[src/hdl/serial_regs_pkg.sv]
/*
 Register map, field positions, reset values and shared types of the serial
 port register and interrupt core.
 Assumes a single 100 MHz clock and a synchronous active-high reset.
*/
// Function
// - Divisor access clear: offset 0 reads received byte, writes transmit holding.
// - Divisor access set: offsets 0 and 4 reach divisor low and high bytes.
// - Enable bits 3,2,1 gate modem, line status and transmit-empty interrupts.
// - Enable bit 0 gates received-data and, in FIFO mode, time-out interrupts.
// - Any enabled source alone drives the interrupt output.
// - Disabled sources are neither reported pending nor drive the output.
// - Line and modem status keep updating whatever the enables say.
// - Priority: line status, received data, transmit empty, modem status.
// - Reported source is held steady while identification is being read.
// - New events during that read are recorded; indication changes afterward.
// - Identification bits 7:6 read ones when FIFOs enabled, else zero.
// - Identification bits 5:4 always read zero.
// - Bit 3 zero without FIFOs; set with bit 2 on character time-out.
// - Line status code 011: overrun/parity/framing/break; cleared by status read.
// - Received data code 010: data or trigger; cleared by read or below trigger.
// - Time-out code 110: held data idle four characters; cleared by buffer read.
// - Transmit empty code 001: cleared by identification read or holding write.
// - Modem code 000: status line change; cleared by modem status read.
// - Identification bit 0 is zero while pending, one when nothing pending.
// - Offset 8 reads identification and writes FIFO control.
// - Port enable is 1 bit wide, 4 bits on the infrared-capable instance.
// - Divisor access is line control bit 7.
// - FIFO control bit 0 enables FIFOs; clearing empties; other bits need it set.
// - FIFO control bits 7:6 pick receive trigger 1, 4, 8 or 14 bytes.
package serial_regs_pkg;

	// ---------------------------------------------------------------
	// Register offsets (byte addresses)
	// ---------------------------------------------------------------
	localparam logic [7:0] OFF_DATA    = 8'h00;
	localparam logic [7:0] OFF_ENABLE  = 8'h04;
	localparam logic [7:0] OFF_IDENT   = 8'h08;
	localparam logic [7:0] OFF_LINECTL = 8'h0c;
	localparam logic [7:0] OFF_MODEMCT = 8'h10;
	localparam logic [7:0] OFF_LINESTA = 8'h14;
	localparam logic [7:0] OFF_MODEMST = 8'h18;
	localparam logic [7:0] OFF_SCRATCH = 8'h1c;
	localparam logic [7:0] OFF_PORTEN  = 8'h30;

	// ---------------------------------------------------------------
	// Field positions
	// ---------------------------------------------------------------
	localparam int DLA_BIT       = 7;
	localparam int EN_RXDATA_BIT = 0;
	localparam int EN_TXEMPT_BIT = 1;
	localparam int EN_LINE_BIT   = 2;
	localparam int EN_MODEM_BIT  = 3;
	localparam int FC_ENABLE_BIT = 0;
	localparam int FC_RXCLR_BIT  = 1;
	localparam int FC_TXCLR_BIT  = 2;
	localparam int MS_RING_BIT   = 2;

	// ---------------------------------------------------------------
	// Reset values and codes
	// ---------------------------------------------------------------
	localparam logic [7:0] RST_ZERO     = 8'h00;
	localparam logic [7:0] RST_LINESTA  = 8'h60;
	localparam logic [2:0] CODE_LINE    = 3'h3;
	localparam logic [2:0] CODE_RXDATA  = 3'h2;
	localparam logic [2:0] CODE_TIMEOUT = 3'h6;
	localparam logic [2:0] CODE_TXEMPTY = 3'h1;
	localparam logic [2:0] CODE_MODEM   = 3'h0;
	localparam logic [4:0] TRIG_1       = 5'h01;
	localparam logic [4:0] TRIG_4       = 5'h04;
	localparam logic [4:0] TRIG_8       = 5'h08;
	localparam logic [4:0] TRIG_14      = 5'h0e;

	// Register bus request bundle
	typedef struct packed {
		logic [7:0] addr;
		logic [7:0] wdata;
		logic       wr;
		logic       rd;
	} bus_req_type;

	// Receive-side status from the datapath
	typedef struct packed {
		logic [7:0] data;
		logic [4:0] level;
		logic       char_tick;
		logic       pushed;
		logic       overrun;
		logic       parity_err;
		logic       framing_err;
		logic       break_det;
	} rx_stat_type;

endpackage

[src/hdl/serial_regs_core.sv]
/*
 Register file and prioritised interrupt logic of the serial port.
 Assumes the shifter datapath supplies receive status, a character tick and
 the transmit-empty level, and takes back the holding byte and FIFO strobes.
*/
// Implementation choice: the address-and-strobe port.
`timescale 1ns/1ps
module serial_regs_core
	import serial_regs_pkg::*;
#(
	parameter int          PORT_EN_W     = 1,   // 4 on the infrared instance
	parameter int          TIMEOUT_CHARS = 4,
	parameter logic [7:0]  MODEM_RST     = 8'h00 // Upper nibble follows pins
) (
	input  wire logic                 SYS_CLK_I,
	input  wire logic                 RESET_I,
	input  wire logic [7:0]           ADDR_I,
	input  wire logic [7:0]           WDATA_I,
	input  wire logic                 WR_I,
	input  wire logic                 RD_I,
	output logic      [7:0]           RDATA_O,
	input  wire logic [7:0]           RX_DATA_I,
	input  wire logic [4:0]           RX_LEVEL_I,
	input  wire logic                 RX_PUSH_I,
	input  wire logic                 CHAR_TICK_I,
	input  wire logic                 OVERRUN_I,
	input  wire logic                 PARITY_ERR_I,
	input  wire logic                 FRAMING_ERR_I,
	input  wire logic                 BREAK_I,
	input  wire logic                 TX_EMPTY_I,
	input  wire logic                 TX_IDLE_I,
	input  wire logic [3:0]           MODEM_PINS_I,
	output logic      [7:0]           TX_DATA_O,
	output logic                      TX_LOAD_O,
	output logic                      RX_POP_O,
	output logic                      TX_FIFO_CLEAR_O,
	output logic                      RX_FIFO_CLEAR_O,
	output logic      [15:0]          DIVISOR_O,
	output logic      [7:0]           LINE_CONTROL_O,
	output logic      [2:0]           MODEM_CONTROL_O,
	output logic                      FIFO_MODE_O,
	output logic      [PORT_EN_W-1:0] PORT_ENABLE_O,
	output logic                      SERIAL_IRQ_OUT_O
);

	// ---------------------------------------------------------------
	// Registers
	// ---------------------------------------------------------------
	bus_req_type      req;
	rx_stat_type      rxs;
	logic [7:0]       divisor_low_byte_r;
	logic [7:0]       divisor_high_byte_r;
	logic [3:0]       interrupt_enable_r;
	logic [7:0]       line_control_r;
	logic [2:0]       modem_control_r;
	logic [7:0]       scratch_byte_r;
	logic [PORT_EN_W-1:0] port_enable_r;
	logic             fifo_en_r;
	logic [1:0]       rx_threshold_r;

	// Event sources and modem pin sampling
	logic [3:0]       line_err_r;
	logic [3:0]       modem_delta_r;
	logic [3:0]       pins_s1_r;
	logic [3:0]       pins_s2_r;
	logic [3:0]       pins_s3_r;
	logic [3:0]       pins_stable_r;
	logic             pins_settle;
	logic [3:0]       delta_set;
	logic             tx_irq_r;
	logic             tx_empty_d_r;
	logic [7:0]       timeout_cnt_r;
	logic             timeout_r;

	// Interrupt indication and read path
	logic [3:0]       ident_r;
	logic [3:0]       ident_nxt;
	logic [7:0]       rdata_r;
	logic [7:0]       rdata_nxt;

	// Decodes and gated interrupt requests
	logic             dla;
	logic [4:0]       trig;
	logic             rx_avail;
	logic             line_irq;
	logic             rx_irq;
	logic             to_irq;
	logic             tx_irq;
	logic             ms_irq;
	logic             hit_data_rd;
	logic             hit_ident_rd;
	logic [7:0]       line_status;
	logic [7:0]       modem_status;

	// Bundle bus and receive inputs so the logic reads by field
	assign req = '{addr: ADDR_I, wdata: WDATA_I, wr: WR_I, rd: RD_I};
	assign rxs = '{data: RX_DATA_I, level: RX_LEVEL_I, char_tick: CHAR_TICK_I,
		pushed: RX_PUSH_I, overrun: OVERRUN_I, parity_err: PARITY_ERR_I,
		framing_err: FRAMING_ERR_I, break_det: BREAK_I};

	// Divisor access steers offsets 0 and 4 only
	assign dla = line_control_r[DLA_BIT];
	assign hit_data_rd  = req.rd && req.addr == OFF_DATA && !dla;
	assign hit_ident_rd = req.rd && req.addr == OFF_IDENT;

	// ---------------------------------------------------------------
	// Software-written registers
	// ---------------------------------------------------------------
	// Divisor resets to zero so the baud generator stays stopped
	// until software programs it; enable bits 7:4 read zero
	always_ff @(posedge SYS_CLK_I) begin
		if (RESET_I) begin
			divisor_low_byte_r  <= RST_ZERO;
			divisor_high_byte_r <= RST_ZERO;
			interrupt_enable_r  <= 4'h0;
			line_control_r      <= RST_ZERO;
			modem_control_r     <= 3'h0;
			scratch_byte_r      <= RST_ZERO;
			port_enable_r       <= '0;
		end else if (req.wr) begin
			case (req.addr)
				OFF_DATA: begin
					if (dla) divisor_low_byte_r <= req.wdata;
				end
				OFF_ENABLE: begin
					if (dla) divisor_high_byte_r <= req.wdata;
					else interrupt_enable_r <= req.wdata[3:0];
				end
				OFF_LINECTL: line_control_r  <= req.wdata;
				OFF_MODEMCT: modem_control_r <= req.wdata[2:0];
				OFF_SCRATCH: scratch_byte_r  <= req.wdata;
				OFF_PORTEN:  port_enable_r   <= req.wdata[PORT_EN_W-1:0];
				default: ;
			endcase
		end
	end

	// FIFO control: other bits only take effect with bit 0 set
	// Clears are one-cycle pulses; the datapath owns the storage
	always_ff @(posedge SYS_CLK_I) begin
		if (RESET_I) begin
			fifo_en_r       <= 1'b0;
			rx_threshold_r  <= 2'h0;
			TX_FIFO_CLEAR_O <= 1'b0;
			RX_FIFO_CLEAR_O <= 1'b0;
		end else if (req.wr && req.addr == OFF_IDENT) begin
			fifo_en_r <= req.wdata[FC_ENABLE_BIT];
			if (req.wdata[FC_ENABLE_BIT])
				rx_threshold_r <= req.wdata[7:6];
			// Mode change or explicit clear empties the FIFOs
			TX_FIFO_CLEAR_O <= (req.wdata[FC_ENABLE_BIT] != fifo_en_r) ||
				(req.wdata[FC_ENABLE_BIT] && req.wdata[FC_TXCLR_BIT]);
			RX_FIFO_CLEAR_O <= (req.wdata[FC_ENABLE_BIT] != fifo_en_r) ||
				(req.wdata[FC_ENABLE_BIT] && req.wdata[FC_RXCLR_BIT]);
		end else begin
			TX_FIFO_CLEAR_O <= 1'b0;
			RX_FIFO_CLEAR_O <= 1'b0;
		end
	end

	// Receive trigger decode
	// Only used in FIFO mode; without FIFOs one byte is enough
	always_comb begin
		case (rx_threshold_r)
			2'h0: trig = TRIG_1;
			2'h1: trig = TRIG_4;
			2'h2: trig = TRIG_8;
			default: trig = TRIG_14;
		endcase
	end

	// ---------------------------------------------------------------
	// Event sources; they update regardless of the enables
	// ---------------------------------------------------------------

	// Line errors stick until line status is read; a new error wins
	// Error pulses last one cycle, so they must be caught here
	always_ff @(posedge SYS_CLK_I) begin
		if (RESET_I)
			line_err_r <= 4'h0;
		else
			line_err_r <= ((req.rd && req.addr == OFF_LINESTA) ? 4'h0 : line_err_r) |
				{rxs.break_det, rxs.framing_err, rxs.parity_err, rxs.overrun};
	end

	// Modem pins come from outside: three-stage sampling, act when 2 and 3 agree
	always_ff @(posedge SYS_CLK_I) begin
		if (RESET_I) begin
			pins_s1_r     <= 4'h0;
			pins_s2_r     <= 4'h0;
			pins_s3_r     <= 4'h0;
			pins_stable_r <= MODEM_RST[7:4];
		end else begin
			pins_s1_r <= MODEM_PINS_I;
			pins_s2_r <= pins_s1_r;
			pins_s3_r <= pins_s2_r;
			if (pins_settle)
				pins_stable_r <= pins_s3_r;
		end
	end

	// A pin caught mid-transition never counts: stages 2 and 3 must agree
	assign pins_settle = (pins_s2_r == pins_s3_r);

	// Per-pin change detect; ring reports only its trailing edge
	generate
		for (genvar b = 0; b < 4; b++) begin : g_delta
			if (b == MS_RING_BIT) begin : g_ring
				assign delta_set[b] = pins_settle && pins_stable_r[b] && !pins_s3_r[b];
			end else begin : g_level
				assign delta_set[b] = pins_settle && (pins_stable_r[b] != pins_s3_r[b]);
			end
		end
	endgenerate

	// Deltas stick until modem status is read; a new change wins
	always_ff @(posedge SYS_CLK_I) begin
		if (RESET_I)
			modem_delta_r <= 4'h0;
		else
			modem_delta_r <= ((req.rd && req.addr == OFF_MODEMST) ? 4'h0 : modem_delta_r)
				| delta_set;
	end

	// Transmit empty latches on the rising edge, cleared by holding write or ident read
	always_ff @(posedge SYS_CLK_I) begin
		if (RESET_I) begin
			tx_irq_r     <= 1'b0;
			tx_empty_d_r <= 1'b1;                                   // Idle level: no false edge
		end else begin
			tx_empty_d_r <= TX_EMPTY_I;
			if (TX_EMPTY_I && !tx_empty_d_r)
				tx_irq_r <= 1'b1;                                       // Set wins
			else if ((req.wr && req.addr == OFF_DATA && !dla) ||
				(hit_ident_rd && ident_r[3:1] == CODE_TXEMPTY && !ident_r[0]))
				tx_irq_r <= 1'b0;
		end
	end

	// Character time-out: count idle character times while data is held
	// The flag holds once reached; a push, a buffer read or an
	// empty FIFO restarts the count
	always_ff @(posedge SYS_CLK_I) begin
		if (RESET_I) begin
			timeout_cnt_r <= 8'h00;
			timeout_r     <= 1'b0;
		end else if (!fifo_en_r || rxs.level == 5'h00 || rxs.pushed || hit_data_rd) begin
			timeout_cnt_r <= 8'h00;
			timeout_r     <= 1'b0;
		end else if (rxs.char_tick) begin
			if (timeout_cnt_r == 8'(TIMEOUT_CHARS - 1))
				timeout_r <= 1'b1;
			else
				timeout_cnt_r <= timeout_cnt_r + 8'h01;
		end
	end

	// ---------------------------------------------------------------
	// Gating and priority
	// ---------------------------------------------------------------
	// Enables gate the report only; sources keep latching, so a
	// late enable shows an event that is already pending
	assign rx_avail = fifo_en_r ? (rxs.level >= trig) : (rxs.level != 5'h00);
	assign line_irq = interrupt_enable_r[EN_LINE_BIT]   && |line_err_r;
	assign rx_irq   = interrupt_enable_r[EN_RXDATA_BIT] && rx_avail;
	assign to_irq   = interrupt_enable_r[EN_RXDATA_BIT] && timeout_r;
	assign tx_irq   = interrupt_enable_r[EN_TXEMPT_BIT] && tx_irq_r;
	assign ms_irq   = interrupt_enable_r[EN_MODEM_BIT]  && |modem_delta_r;

	// Received data ranks above time-out within level two
	always_comb begin
		if (line_irq)      ident_nxt = {CODE_LINE, 1'b0};
		else if (rx_irq)   ident_nxt = {CODE_RXDATA, 1'b0};
		else if (to_irq)   ident_nxt = {CODE_TIMEOUT, 1'b0};
		else if (tx_irq)   ident_nxt = {CODE_TXEMPTY, 1'b0};
		else if (ms_irq)   ident_nxt = {CODE_MODEM, 1'b0};
		else               ident_nxt = 4'h1;
	end

	// Indication frozen during an ident read; sources still latch meanwhile
	// Software never sees a code change under its own read
	always_ff @(posedge SYS_CLK_I) begin
		if (RESET_I)
			ident_r <= 4'h1;
		else if (!hit_ident_rd)
			ident_r <= ident_nxt;
	end

	// Output follows the pending indication one cycle late; it uses
	// the next value so a frozen read does not delay a new interrupt
	always_ff @(posedge SYS_CLK_I) begin
		if (RESET_I)
			SERIAL_IRQ_OUT_O <= 1'b0;
		else
			SERIAL_IRQ_OUT_O <= !ident_nxt[0];
	end

	// ---------------------------------------------------------------
	// Read path
	// ---------------------------------------------------------------
	// Status words are built live; only the read data are registered
	assign line_status  = {rxs.level == 5'h00 ? 1'b0 : |line_err_r, TX_IDLE_I,
		TX_EMPTY_I, line_err_r[3:0], rxs.level != 5'h00};
	assign modem_status = {pins_stable_r, modem_delta_r};

	always_comb begin
		rdata_nxt = 8'h00;
		case (req.addr)
			OFF_DATA:    rdata_nxt = dla ? divisor_low_byte_r : rxs.data;
			OFF_ENABLE:  rdata_nxt = dla ? divisor_high_byte_r : {4'h0, interrupt_enable_r};
			OFF_IDENT:   rdata_nxt = {{2{fifo_en_r}}, 2'b00, ident_r};
			OFF_LINECTL: rdata_nxt = line_control_r;
			OFF_MODEMCT: rdata_nxt = {5'h00, modem_control_r};
			OFF_LINESTA: rdata_nxt = line_status;
			OFF_MODEMST: rdata_nxt = modem_status;
			OFF_SCRATCH: rdata_nxt = scratch_byte_r;
			OFF_PORTEN:  rdata_nxt = 8'(port_enable_r);
			default:     rdata_nxt = 8'h00;
		endcase
	end

	// Read data valid the cycle after the strobe only
	// Zero otherwise, so a shared read bus sees no stale byte
	always_ff @(posedge SYS_CLK_I) begin
		if (RESET_I)
			rdata_r <= 8'h00;
		else
			rdata_r <= req.rd ? rdata_nxt : 8'h00;
	end
	assign RDATA_O = rdata_r;

	// Datapath strobes
	// One cycle each; a held strobe would pop or load twice
	always_ff @(posedge SYS_CLK_I) begin
		if (RESET_I) begin
			TX_DATA_O <= 8'h00;
			TX_LOAD_O <= 1'b0;
			RX_POP_O  <= 1'b0;
		end else begin
			TX_LOAD_O <= req.wr && req.addr == OFF_DATA && !dla;
			if (req.wr && req.addr == OFF_DATA && !dla)
				TX_DATA_O <= req.wdata;
			RX_POP_O <= hit_data_rd;
		end
	end

	// Configuration outputs
	// Mirrored one cycle late so every output leaves a flip-flop
	always_ff @(posedge SYS_CLK_I) begin
		if (RESET_I) begin
			DIVISOR_O       <= 16'h0000;
			LINE_CONTROL_O  <= 8'h00;
			MODEM_CONTROL_O <= 3'h0;
			FIFO_MODE_O     <= 1'b0;
			PORT_ENABLE_O   <= '0;
		end else begin
			DIVISOR_O       <= {divisor_high_byte_r, divisor_low_byte_r};
			LINE_CONTROL_O  <= line_control_r;
			MODEM_CONTROL_O <= modem_control_r;
			FIFO_MODE_O     <= fifo_en_r;
			PORT_ENABLE_O   <= port_enable_r;
		end
	end

endmodule // serial_regs_core

[config.mk]
export PLATFORM = sky130hd
export DESIGN_NAME = serial_regs_core
export DESIGN_NICKNAME = d
export VERILOG_FILES = /design/src/hdl/serial_regs_pkg.sv /design/src/hdl/serial_regs_core.sv
export SDC_FILE = /design/constraint.sdc
export NUM_CORES = 1
export LEC_CHECK = 0
export BUFFER_PORTS_ARGS = -buffer_cell sky130_fd_sc_hd__buf_2
export CAP_MARGIN = 0
export CORE_UTILIZATION = 50
export DETAILED_ROUTE_END_ITERATION = 7
export PLACE_DENSITY = 0.85
export SETUP_SLACK_MARGIN = 0.05
export SKIP_LAST_GASP = 1
export SYNTH_ARGS = -nofsm -noshare
export SYNTH_HDL_FRONTEND = slang
export SYNTH_SLANG_ARGS = --single-unit
export TNS_END_PERCENT = 50
[constraint.sdc]
create_clock -name SYS_CLK_I -period 3.98 [get_ports SYS_CLK_I]
set_input_delay 0.597 -clock SYS_CLK_I [delete_from_list [all_inputs] [get_ports SYS_CLK_I]]
set_output_delay 0.597 -clock SYS_CLK_I [all_outputs]
set_load 0.01 [all_outputs]
# == After elaboration in Yosys (flattened, before gate mapping) ==
# Cells that the tools add are included.
# classes
n_mux,15
n_bitwise,6
eq_ne,17
reduce_logical,55
add_sub_neg,1
n_lt_le_gt_ge,1
# ops
op,count
case mux 8 bit (9 select lines),1
"equality test 8 x 5 -> 1 bit, second input constant",4
logical AND 1 bit,23
2-to-1 mux 4 bit,5
"equality test 8 x 4 -> 1 bit, second input constant",2
2-to-1 mux 8 bit,2
AND reduction 2 bit,7
case mux 4 bit (3 select lines),1
AND reduction 3 bit,3
"adder 8 x 1 -> 8 bit, second input constant",1
"equality test 8 x 2 -> 1 bit, second input constant",1
"equality test 8 x 3 -> 1 bit, second input constant",1
"equality test 8 x 6 -> 1 bit, second input constant",1
logical NOT 8 bit,1
bitwise OR 4 bit,2
OR reduction 4 bit,2
logical NOT 1 bit,6
logical OR 1 bit,6
OR reduction 2 bit,3
>= comparator 5 bit,1
logical NOT 5 bit,1
2-to-1 mux 1 bit,5
nonzero test 5 bit,1
equality test 4 bit,1
other kinds (8),14
# totals
wordCells,127
inputBits,45
register_bits,132

# == Depth between registers and ports, before layout ==
# logic_depth
ltp_word,8
mapped_depth,8

# == Least setup slack after synthesis ==
# Ideal clock, no wire load.
# synth_timing
path_kind,input to register
start,input port ADDR_I[7]
end,register tx_irq_r
path_slack_ps,2032
arrival_ps,1820
stages,7
cell_sequence,nor4_2 -> buf_4 -> nand2_2 -> or3_1 -> buf_6 -> a32oi_1 -> nor2_1
# synth_between
elab_chain_len,6
# synth_rtl
element,line,source
"start, declared",serial_regs_core.sv:17,"input wire logic [7:0] ADDR_I,"
equality test 8 x 4 -> 1 bit,serial_regs_core.sv:104,assign hit_ident_rd = req.rd && req.addr == OFF_IDENT;
logical AND 1 bit,serial_regs_core.sv:104,
logical AND 1 bit (2 in series),serial_regs_core.sv:235,(hit_ident_rd && ident_r[3:1] == CODE_TXEMPTY && !ident_r[0]))
logical OR 1 bit *,serial_regs_core.sv:234,else if ((req.wr && req.addr == OFF_DATA && !dla) ||
nonzero test 2 bit (no line) *,--,
"end signal, assigned",serial_regs_core.sv:228,tx_irq_r <= 1'b0;
"end signal, assigned",serial_regs_core.sv:233,tx_irq_r <= 1'b1;
"end signal, assigned",serial_regs_core.sv:236,tx_irq_r <= 1'b0;
"end, declared",serial_regs_core.sv:70,logic tx_irq_r;
# Mark *: on every way between the ends. The rest lies on a longest branch, timed or not.
# A chain may end at the register's enable or synchronous reset.

# == Final worst setup path ==
# layout_timing
start,register line_control_r[7]
end,register rdata_r[3] (netlist: RDATA_O[3])
# layout_between
elab_chain_len,2
# layout_rtl
element,line,source
"start, declared",serial_regs_core.sv:54,logic [7:0] line_control_r;
"start signal, assigned",serial_regs_core.sv:129,OFF_LINECTL: line_control_r <= req.wdata;
2-to-1 mux 8 bit (on tied branches),"serial_regs_core.sv:310, serial_regs_core.sv:309",
case mux 8 bit (9 select lines) *,serial_regs_core.sv:308,case (req.addr)
"end signal, assigned",serial_regs_core.sv:328,rdata_r <= req.rd ? rdata_nxt : 8'h00;
"end, declared",serial_regs_core.sv:78,logic [7:0] rdata_r;
# Marked as above.

==> key figures <==
Status
  – Result of the run: complete, no violations

Routing
  – Initial DRC Count: 399
  – Via-to-Cell Ratio: 5.62
  – WL/cell: 17.2 µm
  – Detailed-router iteration count before antenna repair: 8
  – Remaining routing DRC violations: 0
  – ANT nets after route: 0
  – Via Count: 4,383
  – Total detailed-routing wirelength: 13,500 µm

Critical path
  – Critical path data arrival time: 2680 ps
  – CP Max Fanout: 24
  – Startpoint kind of the worst setup timing path: register
  – Critical path capture point type: register
  – Worst path cell trace: mux2_2 -> mux4_2 -> a22oi_1 -> nor2_1
  – Endpoint required time on the critical path: 4380 ps
  – WP buf/inv: 0
  – Dominant delay contributor by cell family on the critical path: flip-flops
  – Highest cell delay on the worst timing path: 1000 ps
  – CP max stage cell: sky130_fd_sc_hd__dfxtp_1
  – Critical path start-end classification: reg2reg

Clock tree
  – H-tree Lvls: 4
  – Worst-Skew Late Latency: 520 ps
  – Clock sink count: 132
  – Clock root buffer: sky130_fd_sc_hd__clkbuf_8
  – Count of cells resized by post-cts repair: 0
  – Max Buffers Root-to-Sink: 2
  – Clock input transition at the sequential cells of the worst setup and hold paths: 60 ps
  – Clock tree from TritonCTS: built
  – Post-CTS Hold Buffers: 0
  – Setup Fix Bufs, Post-CTS: 0
  – Clock buffers created by TritonCTS: 17

STA
  – Fraction of the cycle the final worst path needs: 57.4%
  – Worst Clk Skew: 6.46 ps
  – RSZ-0062 raised after global routing: no
  – Final number of max-transition violations: 0
  – Setup TNS Final: 0 ps
  – Slew HR: 31.3%
  – Hold violation total from the final report: 0
  – Shortest period the worst path allows: 2280 ps
  – Final-layout worst hold slack: 290 ps
  – Number of failing setup endpoints in the final timing report: 0
  – Fin worst setup slack: 1700 ps
  – Highest achievable clock rate: 0.438 GHz
  – Worst-margin pin slew: 1030 ps

Power
  – Switching power: 0.633 mW
  – Worst IR drop on VDD: 274 µV
  – Logic gate share of total power: 4.6%
  – Leakage: 2.82 nW
  – Overall power consumption: 2.91 mW
  – Power Internal: 2.28 mW
  – Clock share of power: 49.3%
  – Areal power density over the cells: 456 mW/mm²
  – Sequential fraction of design power: 46.1%
  – Net switching fraction of the power: 21.7%

Yosys
  – Post-synthesis cell type count: 58
  – Count of flip-flops with a built-in enable after synthesis: 0
  – Synthesized netlist net count: 596
  – Syn_area_per_cell: 9.75 µm²
  – Share of the yosys chip area belonging to registers: 49.6%
  – Top cell types by occurrence after synthesis: 132 x sky130_fd_sc_hd__dfxtp_1, 66 x sky130_fd_sc_hd__nor2_1, 49 x sky130_fd_sc_hd__nand2_1, 46 x sky130_fd_sc_hd__mux2i_1, 42 x sky130_fd_sc_hd__nor2b_1
  – Leading cell type by number of instances after synthesis: sky130_fd_sc_hd__dfxtp_1
  – Share of Yosys cell area claimed by the top area cell type: 49.6%
  – Number of instances in the synthesized netlist: 546
  – Count of synthesis-stage warnings from yosys: 0
  – Yosys reg bits: 132
  – Area share of and/or/nand/nor cells after synthesis: 22.4%
  – Mux share of post-synthesis cell area: 12.5%
  – Adder and majority cell fraction of the synthesized area: 1.17%
  – Most instantiated flip-flop cell in the synthesis netlist: sky130_fd_sc_hd__dfxtp_1
  – Xor and xnor area share after synthesis: 2.30%
  – Main combinational cell family by area after synthesis: simple AND/OR/NAND/NOR gates
  – Biggest area consumer among synthesized cells: sky130_fd_sc_hd__dfxtp_1
  – Synth async-reset ratio: 0%
  – Synth Cell Area: 0.00533 mm²
  – Compound-Gate Fraction of Synth Area: 8.58%
  – Largest cells by area after synthesis: sky130_fd_sc_hd__dfxtp_1 50%, sky130_fd_sc_hd__mux2i_1 8.6%, sky130_fd_sc_hd__nor2b_1 4.9%, sky130_fd_sc_hd__nor2_1 4.7%, sky130_fd_sc_hd__nand2_1 3.5%

Placement
  – Quantity of I/O buffers inserted on ports: 94
  – Worst setup timing slack at the placement stage: 1320 ps
  – Global placer's final weighted congestion: 1.01
  – Placed Cells incl. Taps: 748
  – Area of placed instances: 0.00584 mm²
  – Placed wire-length estimate after detailed placement: 9480 µm

Floorplan
  – Die area: 0.0111 mm²
  – Die X-Extent: 105 µm
  – Core box area: 0.0103 mm²
  – Std-Cell Rows: 37
  – I/O pins: 95
  – Die height: 105 µm
  – Effective utilization at floorplan: 51.6%

Global routing
  – GRT Residual Overflow: 0
  – Vias in the first global route: 4,146
  – Global Route Usage Sum: 25.2%
  – Pin count of the biggest net entering global routing: 69
  – Antenna violations before repair: 0
  – Wire length of the first global-routing pass: 21,200 µm

Cells and area
  – Layout Cells excl Fill: 780
  – Final net count: 681
  – Post-layout instance area: 0.00639 mm²
  – Layout overhead on the synthesized area: 19.9%
  – Fraction of layout cells with a size suffix above 1: 25.5%
  – Final core utilization: 61.9%
  – Inserted Diodes: 0

Job
  – Max-Cap Viols: 0

Worst hold path
  – Type of the worst min-delay path: in2reg
-- per-layer routing --
metal / up-vias / track usage (%) / part of all wire, %
met1: 2066 / 30.6 / 42
met3: 40 / 7.42 / 7.3
met4: 0 / 13.2 / 3.6
met2: 217 / 40.3 / 47
li1: 2060 / - / -
met5: - / 0 / 0
-- worst paths after layout --
check                                       start            to  slack, ps  depth (start not counted)
worst max register to register  line_control_r[7]    RDATA_O[3]       1700                          4
worst max-delay path            line_control_r[7]    RDATA_O[3]       1700                          4
worst min register to register       pins_s1_r[1]  pins_s2_r[1]        440                          1
worst min-delay path              MODEM_PINS_I[0]  pins_s1_r[0]        290                          2
-- registers in the layout, indices dropped and copies added, names as in the netlist, 2 cells and up --
signal,flops
pins_stable_r,4
line_control_r,8
modem_delta_r,4
RDATA_O,8
MODEM_CONTROL_O,3
line_err_r,4
LINE_CONTROL_O,8
modem_control_r,3
DIVISOR_O,16
scratch_byte_r,8
ident_r,4
TX_DATA_O,8
rx_threshold_r,2
pins_s2_r,4
pins_s1_r,4
divisor_high_byte_r,8
pins_s3_r,4
divisor_low_byte_r,8
timeout_cnt_r,8
interrupt_enable_r,4
-- cells by family after synthesis --
kind of cell	after synthesis
fa+ha+maj	5
flops	132
compound gates	69
mux	60
buf+inv	39
simple gates	227
xor+xnor	14
-- final cells by class --
type | count | area, µm²
clock inverters | 11 | 110
flip-flops and latches | 132 | 2640
inverters | 8 | 30.0
well taps | 136 | 170
clock buffers | 21 | 439
multi-input cells | 375 | 2500
fillers | 848 | 3940
repair buffers | 97 | 495
-- power groups by stage --
| stage | combinational, mW | clock, mW | sequential [mW] |
|---|---|---|---|
| final | 0.133 | 1.44 | 1.34 |
| after global routing | 0.143 | 1.53 | 1.34 |
| after CTS | 0.132 | 1.46 | 1.34 |
| after detailed placement | 0.131 | 0 | 1.37 |
| after global placement | 0.126 | 0 | 1.37 |
| after floorplan | 0.0756 | 0 | 1.37 |
-- placed cells by master, fill, tap and decap left out, types with 8 or more instances in the layout --
cell	Yosys	final
sky130_fd_sc_hd__a21oi_1	28	28
sky130_fd_sc_hd__nor2b_1	42	42
sky130_fd_sc_hd__nor2_1	66	66
sky130_fd_sc_hd__nor2_2	8	8
sky130_fd_sc_hd__dfxtp_1	132	132
sky130_fd_sc_hd__xor2_1	13	13
sky130_fd_sc_hd__buf_2	3	93
sky130_fd_sc_hd__mux2_2	10	10
sky130_fd_sc_hd__nand2_1	49	49
sky130_fd_sc_hd__mux2i_1	46	46
sky130_fd_sc_hd__nand3_1	17	17
sky130_fd_sc_hd__clkbuf_16	0	16
Power figures use the tool's default switching activity.
